<file path="config.mk">
export PLATFORM = sky130hd
export DESIGN_NAME = rtcp_top
export DESIGN_NICKNAME = d
export VERILOG_FILES = /design/src/rtcp_pkg.sv /design/src/rtcp_sync.sv /design/src/rtcp_top.sv
export SDC_FILE = /design/constraint.sdc
export NUM_CORES = 1
export LEC_CHECK = 0
export BUFFER_PORTS_ARGS = -buffer_cell sky130_fd_sc_hd__buf_2
export CAP_MARGIN = 30
export CORE_ASPECT_RATIO = 0.5
export CORE_MARGIN = 2
export CORE_UTILIZATION = 53
export CTS_CLUSTER_SIZE = 25
export DETAILED_ROUTE_END_ITERATION = 8
export GPL_TIMING_DRIVEN = 0
export PLACE_DENSITY = 0.73
export SLEW_MARGIN = 20
export SYNTH_ARGS = -nofsm -noshare
export SYNTH_HDL_FRONTEND = slang
export SYNTH_SLANG_ARGS = --single-unit
</file>
<file path="constraint.sdc">
create_clock -name sys_clk -period 14 [get_ports sys_clk]
set_input_delay 3.5 -clock sys_clk [delete_from_list [all_inputs] [get_ports sys_clk]]
set_output_delay 3.5 -clock sys_clk [all_outputs]
set_load 0.01 [all_outputs]
</file>
<file path="src/rtcp_pkg.sv">
// rtcp_pkg: register map, field layout, reset values and timing constants of the counter block
// Operation
// - count prescaled ticks in 16 bits, compare against period and compare values
// - first tick after count equals compare raises compare request and event
// - first tick after count equals period raises overflow request, event, clears count
// - reference clock passes a 16-bit prescaler, division picked by tick divider field
// - clock source select picks crystal, external clock, low speed oscillator or it/32
// - error correction skips or adds prescaler counts, 1 ppm steps, up to 127 ppm
// - periodic timer interrupt every 4..32768 periods, level events 64..8192
// - periodic timer works whether or not the counter is enabled
// - counter enable bit in control register starts and stops the counter
// - periodic timer enable bit in periodic control register starts and stops it
// - separate compare and overflow interrupt enables gate each request
// - both functions take timing from one shared prescaler counter
// - one clock source selection serves both functions
// - counter keeps running in sleep and its interrupts can wake the device
// - shared prescaler stops when both enables are zero, runs if either is one
// - periodic output follows the selected prescaler bit, toggling every half period while enabled
package rtcp_pkg;
  // byte addresses of the word registers
  localparam logic [7:0] ADDR_CTRL_A = 8'h00;
  localparam logic [7:0] ADDR_STATUS = 8'h04;
  localparam logic [7:0] ADDR_INT_CTRL = 8'h08;
  localparam logic [7:0] ADDR_INT_FLAGS = 8'h0c;
  localparam logic [7:0] ADDR_COUNT = 8'h10;
  localparam logic [7:0] ADDR_PERIOD = 8'h14;
  localparam logic [7:0] ADDR_COMPARE = 8'h18;
  localparam logic [7:0] ADDR_CLK_SEL = 8'h1c;
  localparam logic [7:0] ADDR_CALIB = 8'h20;
  localparam logic [7:0] ADDR_PIT_CTRL = 8'h24;
  localparam logic [7:0] ADDR_PIT_STATUS = 8'h28;
  localparam logic [7:0] ADDR_PIT_INT_CTRL = 8'h2c;
  localparam logic [7:0] ADDR_PIT_INT_FLAGS = 8'h30;

  // field positions
  localparam int CTRL_EN_BIT = 0;
  localparam int CTRL_DIV_LSB = 3;
  localparam int CTRL_CORR_BIT = 7;
  localparam int INT_OVF_BIT = 0;
  localparam int INT_CMP_BIT = 1;
  localparam int BUSY_CTRL_BIT = 0;
  localparam int BUSY_CNT_BIT = 1;
  localparam int BUSY_PER_BIT = 2;
  localparam int BUSY_CMP_BIT = 3;
  localparam int CALIB_SIGN_BIT = 7;
  localparam int PIT_EN_BIT = 0;
  localparam int PIT_PER_LSB = 3;

  // widths and reset values
  localparam int CNT_W = 16;
  localparam int PRESC_W = 16;
  localparam int CORR_W = 20;
  localparam logic [15:0] PERIOD_RST = 16'hffff;
  localparam logic [15:0] COMPARE_RST = 16'h0000;
  localparam logic [3:0] DIV_RST = 4'h0;
  localparam logic [3:0] PIT_PER_OFF = 4'h0;
  localparam logic [3:0] PIT_PER_MAX = 4'he;
  localparam int PIT_EV_LSB = 5;
  localparam int PIT_EV_N = 8;
  localparam logic [4:0] OSC_DIV_LAST = 5'h1f;

  // timing figures
  localparam int SYS_CLK_HZ = 20000000;
  localparam int REF_CLK_HZ = 32768;
  localparam int BUS_TO_REF_MIN_RATIO = 4;
  localparam int CORR_WINDOW_CYCLES = 1000000;

  typedef enum logic [1:0] {
    RTCP_SRC_XTAL,
    RTCP_SRC_EXT,
    RTCP_SRC_OSC,
    RTCP_SRC_OSC_DIV32
  } rtcp_src_t;
endpackage

</file>
<file path="src/rtcp_sync.sv">
// rtcp_sync: two-flop synchroniser with rising edge pulse per lane
`timescale 1ns/1ps
module rtcp_sync #(
  parameter int WIDTH = 3
) (
  input wire logic sys_clk,
  input wire logic reset_n,
  input wire logic [WIDTH-1:0] async_in,
  output logic [WIDTH-1:0] rise_pulse
);
  logic [WIDTH-1:0] meta_q;
  logic [WIDTH-1:0] sync_q;
  logic [WIDTH-1:0] last_q;

  // edge detect looks only at the second and third stages, never the metastable first one
  always_ff @(posedge sys_clk or negedge reset_n) begin
    if (!reset_n) begin
      meta_q <= '0;
      sync_q <= '0;
      last_q <= '0;
    end else begin
      meta_q <= async_in;
      sync_q <= meta_q;
      last_q <= sync_q;
    end
  end

  assign rise_pulse = sync_q & ~last_q;
endmodule

</file>
<file path="src/rtcp_top.sv">
// rtcp_top: real-time counter and periodic timer on one shared prescaler, Avalon-MM slave
`timescale 1ns/1ps
module rtcp_top #(
  parameter int CORR_WINDOW = rtcp_pkg::CORR_WINDOW_CYCLES
) (
  input wire logic sys_clk,
  input wire logic reset_n,
  input wire logic [7:0] avs_address,
  input wire logic avs_read,
  input wire logic avs_write,
  input wire logic [31:0] avs_writedata,
  input wire logic [3:0] avs_byteenable,
  output logic [31:0] avs_readdata,
  output logic avs_waitrequest,
  input wire logic xtal_clk_pin,
  input wire logic ext_clk_pin,
  input wire logic osc_clk_pin,
  output logic ovf_irq,
  output logic cmp_irq,
  output logic pit_irq,
  output logic wake_req,
  output logic ovf_event,
  output logic cmp_event,
  output logic pit_wave,
  output logic [7:0] pit_event
);
  // byte-lane merge, used by the count write and the flag clears
  function automatic logic [31:0] be_merge(input logic [31:0] old_v, input logic [31:0] new_v,
                                           input logic [3:0] be);
    logic [31:0] r;
    r = old_v;
    for (int i = 0; i < 4; i++) begin
      if (be[i]) begin
        r[i*8 +: 8] = new_v[i*8 +: 8];
      end
    end
    return r;
  endfunction

  // one-hot mask of the single prescaler bit picked by a 4-bit index
  function automatic logic [15:0] bit_mask(input logic [3:0] idx);
    return 16'h0001 << idx;
  endfunction

  // bus handshake state
  logic ack_q;
  logic [31:0] rdata_q;
  logic req;
  logic wr_go;

  // register state
  logic cnt_en_q;
  logic corr_en_q;
  logic [3:0] tick_div_q;
  logic ovf_ie_q;
  logic cmp_ie_q;
  logic ovf_flag_q;
  logic cmp_flag_q;
  logic [15:0] count_q;
  logic [15:0] count_d;
  logic [15:0] period_q;
  logic [15:0] compare_q;
  logic [1:0] clk_sel_q;
  logic calib_slow_q;
  logic [6:0] calib_err_q;
  logic pit_en_q;
  logic [3:0] pit_per_q;
  logic pit_ie_q;
  logic pit_flag_q;
  logic [3:0] busy_q;
  logic pit_busy_q;

  // clock source and prescaler state
  logic [2:0] pin_rise;
  logic [4:0] osc_div_q;
  logic osc_div_tick;
  logic ref_tick;
  logic [19:0] corr_acc_q;
  logic [19:0] corr_sum;
  logic corr_fire;
  logic [1:0] presc_step;
  logic [15:0] presc_q;
  logic [15:0] presc_d;
  logic presc_run;
  logic cnt_tick;
  logic pit_rise;
  logic pit_bit_now;
  logic pit_bit_nxt;
  logic ovf_hit;
  logic cmp_hit;
  logic ovf_ev_q;
  logic cmp_ev_q;
  logic pit_wave_q;
  logic [7:0] pit_event_q;

  // address decode
  logic hit_ctrl, hit_stat, hit_ictl, hit_iflg, hit_cnt, hit_per, hit_cmp;
  logic hit_csel, hit_cal, hit_pctl, hit_pstat, hit_pictl, hit_piflg;
  logic [31:0] wmerge;
  logic [31:0] rmux;

  // reference pins cross into the bus clock domain before any use
  rtcp_sync #(.WIDTH(3)) u_sync (
    .sys_clk(sys_clk),
    .reset_n(reset_n),
    .async_in({osc_clk_pin, ext_clk_pin, xtal_clk_pin}),
    .rise_pulse(pin_rise)
  );

  // bus: one wait state, read data registered on the first edge of a request
  assign req = avs_read | avs_write;
  assign avs_waitrequest = req & ~ack_q;
  assign wr_go = avs_write & ack_q;
  assign avs_readdata = rdata_q;

  assign hit_ctrl = avs_address == rtcp_pkg::ADDR_CTRL_A;
  assign hit_stat = avs_address == rtcp_pkg::ADDR_STATUS;
  assign hit_ictl = avs_address == rtcp_pkg::ADDR_INT_CTRL;
  assign hit_iflg = avs_address == rtcp_pkg::ADDR_INT_FLAGS;
  assign hit_cnt = avs_address == rtcp_pkg::ADDR_COUNT;
  assign hit_per = avs_address == rtcp_pkg::ADDR_PERIOD;
  assign hit_cmp = avs_address == rtcp_pkg::ADDR_COMPARE;
  assign hit_csel = avs_address == rtcp_pkg::ADDR_CLK_SEL;
  assign hit_cal = avs_address == rtcp_pkg::ADDR_CALIB;
  assign hit_pctl = avs_address == rtcp_pkg::ADDR_PIT_CTRL;
  assign hit_pstat = avs_address == rtcp_pkg::ADDR_PIT_STATUS;
  assign hit_pictl = avs_address == rtcp_pkg::ADDR_PIT_INT_CTRL;
  assign hit_piflg = avs_address == rtcp_pkg::ADDR_PIT_INT_FLAGS;

  // write data merged against zero; fields below pick their own bits
  assign wmerge = be_merge(32'h0000_0000, avs_writedata, avs_byteenable);

  // read mux; unmapped addresses read as zero
  assign rmux =
    hit_ctrl ? {24'h0, corr_en_q, tick_div_q, 2'b00, cnt_en_q} :
    hit_stat ? {28'h0, busy_q} :
    hit_ictl ? {30'h0, cmp_ie_q, ovf_ie_q} :
    hit_iflg ? {30'h0, cmp_flag_q, ovf_flag_q} :
    hit_cnt ? {16'h0, count_q} :
    hit_per ? {16'h0, period_q} :
    hit_cmp ? {16'h0, compare_q} :
    hit_csel ? {30'h0, clk_sel_q} :
    hit_cal ? {24'h0, calib_slow_q, calib_err_q} :
    hit_pctl ? {25'h0, pit_per_q, 2'b00, pit_en_q} :
    hit_pstat ? {31'h0, pit_busy_q} :
    hit_pictl ? {31'h0, pit_ie_q} :
    hit_piflg ? {31'h0, pit_flag_q} : 32'h0000_0000;

  // bus handshake registers
  always_ff @(posedge sys_clk or negedge reset_n) begin
    if (!reset_n) begin
      ack_q <= 1'b0;
      rdata_q <= 32'h0000_0000;
    end else begin
      ack_q <= req & ~ack_q;
      if (avs_read & ~ack_q) begin
        rdata_q <= rmux;
      end
    end
  end

  // source selection, osc/32 made by counting oscillator edges
  assign osc_div_tick = pin_rise[2] & (osc_div_q == rtcp_pkg::OSC_DIV_LAST);
  always_comb begin
    unique case (rtcp_pkg::rtcp_src_t'(clk_sel_q))
      rtcp_pkg::RTCP_SRC_XTAL: ref_tick = pin_rise[0];
      rtcp_pkg::RTCP_SRC_EXT: ref_tick = pin_rise[1];
      rtcp_pkg::RTCP_SRC_OSC: ref_tick = pin_rise[2];
      rtcp_pkg::RTCP_SRC_OSC_DIV32: ref_tick = osc_div_tick;
    endcase
  end

  always_ff @(posedge sys_clk or negedge reset_n) begin
    if (!reset_n) begin
      osc_div_q <= 5'h00;
    end else if (pin_rise[2]) begin
      osc_div_q <= osc_div_q + 5'h01;
    end
  end

  // error correction: accumulate ppm per reference tick, act once per million
  assign corr_sum = corr_acc_q + {13'h0, calib_err_q};
  assign corr_fire = corr_en_q & ref_tick & (corr_sum >= CORR_WINDOW[19:0]);
  // a fire adds a count (step 2) to speed up, or drops one (step 0) to slow down
  assign presc_step = ~ref_tick ? 2'd0 :
                      ~corr_fire ? 2'd1 :
                      calib_slow_q ? 2'd0 : 2'd2;

  always_ff @(posedge sys_clk or negedge reset_n) begin
    if (!reset_n) begin
      corr_acc_q <= 20'h00000;
    end else if (!corr_en_q) begin
      corr_acc_q <= 20'h00000;
    end else if (ref_tick) begin
      corr_acc_q <= corr_fire ? corr_sum - CORR_WINDOW[19:0] : corr_sum;
    end
  end

  // shared prescaler; halted and cleared when both functions are off
  assign presc_run = cnt_en_q | pit_en_q;
  assign presc_d = presc_q + {14'h0, presc_step};
  // a tick is a carry into the selected bit, so a skipped count cannot hide one
  assign cnt_tick = (presc_step != 2'd0) &
                    ((tick_div_q == 4'h0) ||
                     ((presc_d & bit_mask(tick_div_q)) != (presc_q & bit_mask(tick_div_q))));

  always_ff @(posedge sys_clk or negedge reset_n) begin
    if (!reset_n) begin
      presc_q <= 16'h0000;
    end else if (!presc_run) begin
      presc_q <= 16'h0000;
    end else begin
      presc_q <= presc_d;
    end
  end

  // counter compare; hits act on the tick following equality
  assign ovf_hit = cnt_en_q & cnt_tick & (count_q == period_q);
  assign cmp_hit = cnt_en_q & cnt_tick & (count_q == compare_q);
  assign count_d = ovf_hit ? 16'h0000 : count_q + 16'h0001;

  always_ff @(posedge sys_clk or negedge reset_n) begin
    if (!reset_n) begin
      count_q <= 16'h0000;
    end else if (wr_go & hit_cnt) begin
      count_q <= wmerge[15:0] | (count_q & ~{{8{avs_byteenable[1]}}, {8{avs_byteenable[0]}}});
    end else if (cnt_en_q & cnt_tick) begin
      count_q <= count_d;
    end
  end

  // periodic timer follows prescaler bit pit_per; rising edge is one full period
  assign pit_bit_now = (presc_q & bit_mask(pit_per_q)) != 16'h0000;
  assign pit_bit_nxt = (presc_d & bit_mask(pit_per_q)) != 16'h0000;
  assign pit_rise = pit_en_q & (pit_per_q != rtcp_pkg::PIT_PER_OFF) &
                    (pit_per_q <= rtcp_pkg::PIT_PER_MAX) & ~pit_bit_now & pit_bit_nxt;

  always_ff @(posedge sys_clk or negedge reset_n) begin
    if (!reset_n) begin
      pit_wave_q <= 1'b0;
      pit_event_q <= 8'h00;
    end else begin
      pit_wave_q <= pit_en_q & (pit_per_q != rtcp_pkg::PIT_PER_OFF) & pit_bit_nxt;
      pit_event_q <= pit_en_q ? presc_d[rtcp_pkg::PIT_EV_LSB +: rtcp_pkg::PIT_EV_N] : 8'h00;
    end
  end

  // overflow and compare event pulses
  always_ff @(posedge sys_clk or negedge reset_n) begin
    if (!reset_n) begin
      ovf_ev_q <= 1'b0;
      cmp_ev_q <= 1'b0;
    end else begin
      ovf_ev_q <= ovf_hit;
      cmp_ev_q <= cmp_hit;
    end
  end

  // control registers written by software
  always_ff @(posedge sys_clk or negedge reset_n) begin
    if (!reset_n) begin
      cnt_en_q <= 1'b0;
      corr_en_q <= 1'b0;
      tick_div_q <= rtcp_pkg::DIV_RST;
      ovf_ie_q <= 1'b0;
      cmp_ie_q <= 1'b0;
      period_q <= rtcp_pkg::PERIOD_RST;
      compare_q <= rtcp_pkg::COMPARE_RST;
      clk_sel_q <= 2'b00;
      calib_slow_q <= 1'b0;
      calib_err_q <= 7'h00;
      pit_en_q <= 1'b0;
      pit_per_q <= rtcp_pkg::PIT_PER_OFF;
      pit_ie_q <= 1'b0;
    end else if (wr_go & avs_byteenable[0]) begin
      if (hit_ctrl) begin
        cnt_en_q <= avs_writedata[rtcp_pkg::CTRL_EN_BIT];
        tick_div_q <= avs_writedata[rtcp_pkg::CTRL_DIV_LSB +: 4];
        corr_en_q <= avs_writedata[rtcp_pkg::CTRL_CORR_BIT];
      end
      if (hit_ictl) begin
        ovf_ie_q <= avs_writedata[rtcp_pkg::INT_OVF_BIT];
        cmp_ie_q <= avs_writedata[rtcp_pkg::INT_CMP_BIT];
      end
      if (hit_per) begin
        period_q[7:0] <= avs_writedata[7:0];
      end
      if (hit_cmp) begin
        compare_q[7:0] <= avs_writedata[7:0];
      end
      if (hit_csel) begin
        clk_sel_q <= avs_writedata[1:0];
      end
      if (hit_cal) begin
        calib_slow_q <= avs_writedata[rtcp_pkg::CALIB_SIGN_BIT];
        calib_err_q <= avs_writedata[6:0];
      end
      if (hit_pctl) begin
        pit_en_q <= avs_writedata[rtcp_pkg::PIT_EN_BIT];
        pit_per_q <= avs_writedata[rtcp_pkg::PIT_PER_LSB +: 4];
      end
      if (hit_pictl) begin
        pit_ie_q <= avs_writedata[0];
      end
    end else if (wr_go & avs_byteenable[1]) begin
      if (hit_per) begin
        period_q[15:8] <= avs_writedata[15:8];
      end
      if (hit_cmp) begin
        compare_q[15:8] <= avs_writedata[15:8];
      end
    end
  end

  // sticky flags, write one to clear; a hit in the clearing cycle wins
  always_ff @(posedge sys_clk or negedge reset_n) begin
    if (!reset_n) begin
      ovf_flag_q <= 1'b0;
      cmp_flag_q <= 1'b0;
      pit_flag_q <= 1'b0;
    end else begin
      ovf_flag_q <= ovf_hit |
        (ovf_flag_q & ~(wr_go & hit_iflg & wmerge[rtcp_pkg::INT_OVF_BIT]));
      cmp_flag_q <= cmp_hit |
        (cmp_flag_q & ~(wr_go & hit_iflg & wmerge[rtcp_pkg::INT_CMP_BIT]));
      pit_flag_q <= pit_rise | (pit_flag_q & ~(wr_go & hit_piflg & wmerge[0]));
    end
  end

  // busy bits: a write stands busy until the next reference tick takes it over
  always_ff @(posedge sys_clk or negedge reset_n) begin
    if (!reset_n) begin
      busy_q <= 4'h0;
      pit_busy_q <= 1'b0;
    end else begin
      busy_q[rtcp_pkg::BUSY_CTRL_BIT] <= (wr_go & hit_ctrl) |
        (busy_q[rtcp_pkg::BUSY_CTRL_BIT] & ~ref_tick);
      busy_q[rtcp_pkg::BUSY_CNT_BIT] <= (wr_go & hit_cnt) |
        (busy_q[rtcp_pkg::BUSY_CNT_BIT] & ~ref_tick);
      busy_q[rtcp_pkg::BUSY_PER_BIT] <= (wr_go & hit_per) |
        (busy_q[rtcp_pkg::BUSY_PER_BIT] & ~ref_tick);
      busy_q[rtcp_pkg::BUSY_CMP_BIT] <= (wr_go & hit_cmp) |
        (busy_q[rtcp_pkg::BUSY_CMP_BIT] & ~ref_tick);
      pit_busy_q <= (wr_go & hit_pctl) | (pit_busy_q & ~ref_tick);
    end
  end

  // requests gated by their enables; any of them wakes the device from sleep
  assign ovf_irq = ovf_flag_q & ovf_ie_q;
  assign cmp_irq = cmp_flag_q & cmp_ie_q;
  assign pit_irq = pit_flag_q & pit_ie_q;
  assign wake_req = ovf_irq | cmp_irq | pit_irq;
  assign ovf_event = ovf_ev_q;
  assign cmp_event = cmp_ev_q;
  assign pit_wave = pit_wave_q;
  assign pit_event = pit_event_q;
endmodule

</file>
==> flow_summary.ini, run 1 <==
[power_and_ir_drop]
p_leak_nw = 4.54
power.density_nw_per_um2 = 94.2
power_frac_seq_pct = 47.9
peakVddDrop_mv = 0.0886
pwr-share-comb_pct = 6.9
p_sw_mw = 0.261
pwr-share-clk_pct = 45.2
p_sw_share_pct = 26.0
p_int_mw = 0.742

[sta]
max_freq_ghz = 0.122
fin_crit_sh_pct = 58.7
slew_violations = 0
period_minus_slack_ps = 8220
rsz0062_at_grt = false
setup_viol_count_final = 0
tightest_slew_ps = 899
fin_ws_ps = 5780
final_hold_viol_count = 0
slew-limit-headroom_pct = 39.9
fin_skew_ps = 15.1
setup_tns_ps = 0
whs_ps = 348

[min_path]
worstHoldEndpoint = u_sync.sync_q[1]
hp-class = reg2reg
whs_path_depth = 0
hold_path.startpoint = u_sync.meta_q[1]

[setup_path]
reg2reg_depth = 26
slowest_delay_ps = 640
crit_start = calib_err_q[0]
worst-setup-path-type = reg2reg
cp.required_ps = 14290
cp_max_fo = 10
critical_path.most_common_cell = inv_1
reg2reg_slack_ps = 5780
r2r-start = calib_err_q[0]
cp-end-kind = flop
cp_data_arrival_time_ps = 8510
cp_slowest_cell = a311oi_2
startpoint_type = flop

[clock_network]
holdBufCountCts = 0
ctsLongestPathBuffers = 2
root_buffer = clkbuf_16
cts_inserted_buffers = 17
cts_setup_buffers = 0
clk_latency_ps = 430
cts_tree = yes
cts_sinks = 158
clk_pin_slew_ps = 70
htreeDepth = 4
cts_resized = 0

[routing]
finalWirelength_mm = 26.1
postRouteAntennaNets = 0
first_iter_violations = 891
drt_first_pass_iters = 6
routedWlPerCell_microns = 20.1
avgViaCountPerCell = 6.20
route.detailed.drc = 0
vias = 8044

[placed_design]
io_buffers = 63
place_ws_ps = 5930
dp_hpwl_mm = 18.7
gp_congestion = 0.965

[finish]
final_common_cell = dfrtp_1
syn_to_final_growth_pct = 13.7
drive_gt1_share_pct = 22.5
final_util_pct = 61.5
layout_common_cells = dfrtp_1 (142), nand2_1 (89), nor2_1 (71)
nNetsFinal = 1117
antenna_cells = 0
fillCellCount = 1469

[floorplan]
die-area_sq_um = 18800
ios = 99
die_x_microns = 192
core_sq_um = 17300
die_h_microns = 98.0
rows = 34
start_util_pct = 54.1

[grt]
grt-ovfl-total = 0
grt_max_degree = 84
grt_use_total_pct = 28.7
grt_pass1_vias = 7734
grt_antenna_before_repair = 0
grt_pass1_wl_mm = 41.6

[synthesis]
async_reset_ff_share_pct = 100
avgSynthCellArea_sq_um = 9.85
yosys_warnings = 0
synthCells = 951
netlist_area_sq_um = 9360
ys_ff_latch = 158
synth_cell_types = 98
synth_edf_count = 0
ys_seq_area_share_pct = 42.4
synthFlopType = dfrtp_1

[job]
cap_violations = 0

[run_status]
status = finished, final reports clean
## critical path: cells and delay by family (launching register included)
| kind | cells | cell delay (ps) |
|---|---|---|
| AO/OA/AOI/OAI | 9 | 2800 |
| AND/OR/NAND/NOR | 6 | 1960 |
| adder cells (fa/ha/maj) | 4 | 1440 |
| buffers and inverters | 6 | 1250 |
| flip-flops | 1 | 410 |
| XOR/XNOR | 1 | 240 |
## cell families after synthesis
| kind of cell | after synthesis | share of synthesized area (%) |
|---|---|---|
| XOR/XNOR | 68 | 6.52 |
| AND/OR/NAND/NOR | 323 | 17.4 |
| flip-flops | 158 | 42.4 |
| buffers and inverters | 90 | 4.41 |
| multiplexers | 74 | 8.75 |
| other | 1 | 0.0401 |
| AO/OA/AOI/OAI | 221 | 18.2 |
| adder cells (fa/ha/maj) | 16 | 2.30 |
## worst max-delay path by stage
| stage | end | slack (ps) | cells after the start |
|---|---|---|---|
| 2_1_floorplan | avs_waitrequest | 6510 | 3 |
| 3_3_place_gp | flop | 5950 | 26 |
| 3_5_place_dp | flop | 5930 | 26 |
| 6_report | flop | 5780 | 26 |
| 4_1_cts | flop | 5880 | 26 |
| 5_1_grt | flop | 5200 | 26 |
## metal layers
metal | global-route usage, % | vias to the layer above | wire length, microns
li1 | - | 3645 | -
met1 | 40.4 | 3966 | 11500
met2 | 45.4 | 390 | 12200
met3 | 5.64 | 43 | 1940
met4 | 7.87 | 0 | 433
met5 | 0 | - | 0
## cell type report
type / count / area, sq um / area share (%)
clock buffer: 17 / 425 / 4.00
inverter: 20 / 75.1 / 0.705
tap: 234 / 293 / 2.75
multi-input combinational: 718 / 5040 / 47.4
sequential: 158 / 3970 / 37.3
clock inverter: 15 / 138 / 1.29
buffer: 70 / 338 / 3.17
timing repair buffer: 65 / 360 / 3.38
## cell usage after synthesis, drive strengths merged, types with 9 or more instances
| master | n | area share (%) |
|---|---|---|
| dfrtp | 142 | 38 |
| nand2 | 90 | 3.6 |
| nor2 | 72 | 2.9 |
| mux2 | 63 | 7.6 |
| xnor2 | 53 | 5.0 |
| clkbuf | 45 | 1.8 |
| nand3 | 37 | 2.0 |
| o21ai | 36 | 2.1 |
| a21oi | 35 | 1.9 |
| buf | 25 | 1.8 |
| inv | 20 | 0.80 |
| nor3 | 20 | 1.1 |
| a211oi | 18 | 1.6 |
| dfstp | 16 | 4.5 |
| nor2b | 16 | 1.1 |
| and2 | 15 | 1.0 |
| xor2 | 15 | 1.6 |
| a22oi | 14 | 1.1 |
| ha | 14 | 1.9 |
| nand4 | 12 | 0.80 |
| o22ai | 12 | 0.80 |
| mux2i | 11 | 1.2 |
| a22o | 10 | 0.94 |
| and3 | 10 | 0.67 |
| nand2b | 10 | 0.67 |
| or3 | 10 | 0.67 |
| a21o | 9 | 0.72 |
| o211ai | 9 | 0.92 |
## per-stage QoR
stage	instance area [sq um]	total power [mW]	std cells
after global placement	10000	0.551	1263
final	10600	1.00	1297
after floorplan	9420	0.523	966
after global routing	10600	1.03	1297
after CTS	10600	1.01	1297
after detailed placement	10100	0.556	1265
## power by group through the flow
stage | sequential [mW] | clock [mW] | combinational (mW)
after floorplan | 0.485 | 0 | 0.0377
after global placement | 0.487 | 0 | 0.0640
after detailed placement | 0.488 | 0 | 0.0676
after CTS | 0.480 | 0.458 | 0.0686
after global routing | 0.482 | 0.476 | 0.0761
final | 0.480 | 0.454 | 0.0687
No activity file was read; power rests on OpenSTA's default activity.
==> run 2: changes to the inputs <==
--- a/config.mk
+++ b/config.mk
@@ -13,7 +13,7 @@
 export CTS_CLUSTER_SIZE = 25
 export DETAILED_ROUTE_END_ITERATION = 8
 export GPL_TIMING_DRIVEN = 0
-export PLACE_DENSITY = 0.73
+export PLACE_DENSITY = 0.76
 export SLEW_MARGIN = 20
 export SYNTH_ARGS = -nofsm -noshare
 export SYNTH_HDL_FRONTEND = slang
==> constraint.sdc (replaced) <==
create_clock -name sys_clk -period 7 [get_ports sys_clk]
set_input_delay 1.75 -clock sys_clk [delete_from_list [all_inputs] [get_ports sys_clk]]
set_output_delay 1.75 -clock sys_clk [all_outputs]
set_load 0.01 [all_outputs]
==> flow_summary.ini, run 2 (synthesis gave the netlist of run 1 again) <==
[clock_network]
cts_tree = yes
htreeDepth = 4
clk_latency_ps = 430
root_buffer = clkbuf_16
cts_inserted_buffers = 17
clk_pin_slew_ps = 60
cts_sinks = 158
ctsLongestPathBuffers = 2

[grt]
grt_use_total_pct = 28.6
grt_pass1_vias = 7895
grt-ovfl-total = 0
grt_max_degree = 103
grt_antenna_before_repair = 0
grt_pass1_wl_mm = 41.6

[setup_path]
crit_start = calib_err_q[0]
startpoint_type = flop
cp.required_ps = 7310
cp_slowest_cell = o31ai_4
cp.depth = 27
cp_data_arrival_time_ps = 7060
critical_path.most_common_cell = ha_1
cp_num_buf_inv = 6
reg2reg_depth = 27
slowest_delay_ps = 550
cp-end-kind = flop
cp_max_fo = 10
reg2reg_slack_ps = 250
worst-setup-path-type = reg2reg
r2r-start = calib_err_q[0]
critPathTopFamily = compound AO/OA/AOI/OAI gates

[power_and_ir_drop]
peakVddDrop_mv = 0.175
power.density_nw_per_um2 = 189
p_leak_nw = 4.61

[routing]
routedWlPerCell_microns = 20.0
first_iter_violations = 835
postRouteAntennaNets = 0
route.detailed.drc = 0
finalWirelength_mm = 25.9
vias = 8107
avgViaCountPerCell = 6.24
drt_first_pass_iters = 5

[placed_design]
dpl_cell_area_sq_um = 10100
io_buffers = 63
gp_congestion = 0.938
dp_hpwl_mm = 18.6

[sta]
setup_tns_ps = 0
period_minus_slack_ps = 6750
whs_ps = 347
tightest_slew_ps = 892
fin_skew_ps = 11.3
final_hold_viol_count = 0
rsz0062_at_grt = false
setup_viol_count_final = 0
max_freq_ghz = 0.148
slew-limit-headroom_pct = 40.3
slew_violations = 0
fin_crit_sh_pct = 96.5

[floorplan]
start_util_pct = 54.1
die_h_microns = 98.0
ios = 99
core_sq_um = 17300
die-area_sq_um = 18800
rows = 34
die_x_microns = 192

[finish]
syn_to_final_growth_pct = 15.8
final_common_cell = dfrtp_1
nNetsFinal = 1120
multi_input_area_sq_um = 5160
drive_gt1_share_pct = 23.6
final_util_pct = 62.6
antenna_cells = 0
final_area_sq_um = 10800
seq_area_sq_um = 3970
fillCellCount = 1458
layout_common_cells = dfrtp_1 (142), nand2_1 (89), nor2_1 (71)

[min_path]
whs_path_depth = 0
hp-class = reg2reg

[run_status]
status = finished, final reports clean

[job]
cap_violations = 0
run 2: changes by cell type in the layout (fill, tap and decap cells not counted), sizes merged:
cell      before  now
bufinv         1    3
buf           90   93
clkbuf        62   66
clkinvlp       3    2
inv           24   20
clkinv         7    6
run 2: worst register-to-register path, stage by stage, from the launching register on:
cell	delay, ps
dfrtp_1	400
ha_1	250
fa_2	400
a211oi_4	330
o21bai_1	140
a21oi_2	230
xnor2_2	130
inv_1	120
ha_1	260
inv_1	110
nor3_1	160
a22o_1	220
a311oi_4	60
o31ai_4	550
clkbuf_4	380
nor3_4	80
ha_1	280
a21o_1	180
or4b_1	460
buf_2	180
a211oi_1	250
o31ai_1	160
a311oi_4	340
buf_12	170
and3_1	140
buf_2	220
o22ai_1	120
a221o_1	310
run 2: repair_timing:
| action | 4_1_cts | 5_1_grt |
|---|---|---|
| resized for setup | 9 | 15 |
| pin swaps | 3 | 4 |
| buffers inserted | 3 | 0 |
| setup endpoints to repair | 22 | 18 |
| hold buffers | 0 | 0 |
run 2: per-stage QoR:
stage / power (mW) / std cells / setup slack [ps]
2_1_floorplan: 1.05 / 966 / 697
3_3_place_gp: 1.10 / 1263 / -975
3_5_place_dp: 1.11 / 1266 / -1020
4_1_cts: 2.05 / 1301 / 18.7
5_1_grt: 2.12 / 1300 / 25.8
6_report: 2.05 / 1300 / 248
run 2: how the worst min path moves through the flow:
stage,startpoint,to,slack (ps)
2_1_floorplan,u_sync.meta_q[0],u_sync.sync_q[0],330
3_3_place_gp,u_sync.meta_q[2],u_sync.sync_q[2],330
3_5_place_dp,u_sync.meta_q[1],u_sync.sync_q[1],340
4_1_cts,u_sync.meta_q[1],u_sync.sync_q[1],350
5_1_grt,u_sync.meta_q[1],u_sync.sync_q[1],350
6_report,u_sync.meta_q[1],u_sync.sync_q[1],350
run 2: power by group:
part,internal (mW),switching [mW],total (mW)
registers,0.939,0.0211,0.960
logic,0.0521,0.0866,0.139
clock network,0.569,0.381,0.950
run 2: final cells by class:
class / count / share of cell area (%)
multi-input cells: 718 / 47.6
flip-flops and latches: 158 / 36.7
clock buffers: 21 / 4.16
repair buffers: 69 / 3.69
plain buffers: 69 / 3.13
well taps: 234 / 2.70
clock inverters: 11 / 1.32
inverters: 20 / 0.693
run 2: layer usage:
| layer | global-route usage [%] | wire (microns) |
|---|---|---|
| met5 | 0 | 0 |
| met3 | 6.65 | 2300 |
| met1 | 39.7 | 11400 |
| met4 | 8.82 | 603 |
| met2 | 44.7 | 11700 |
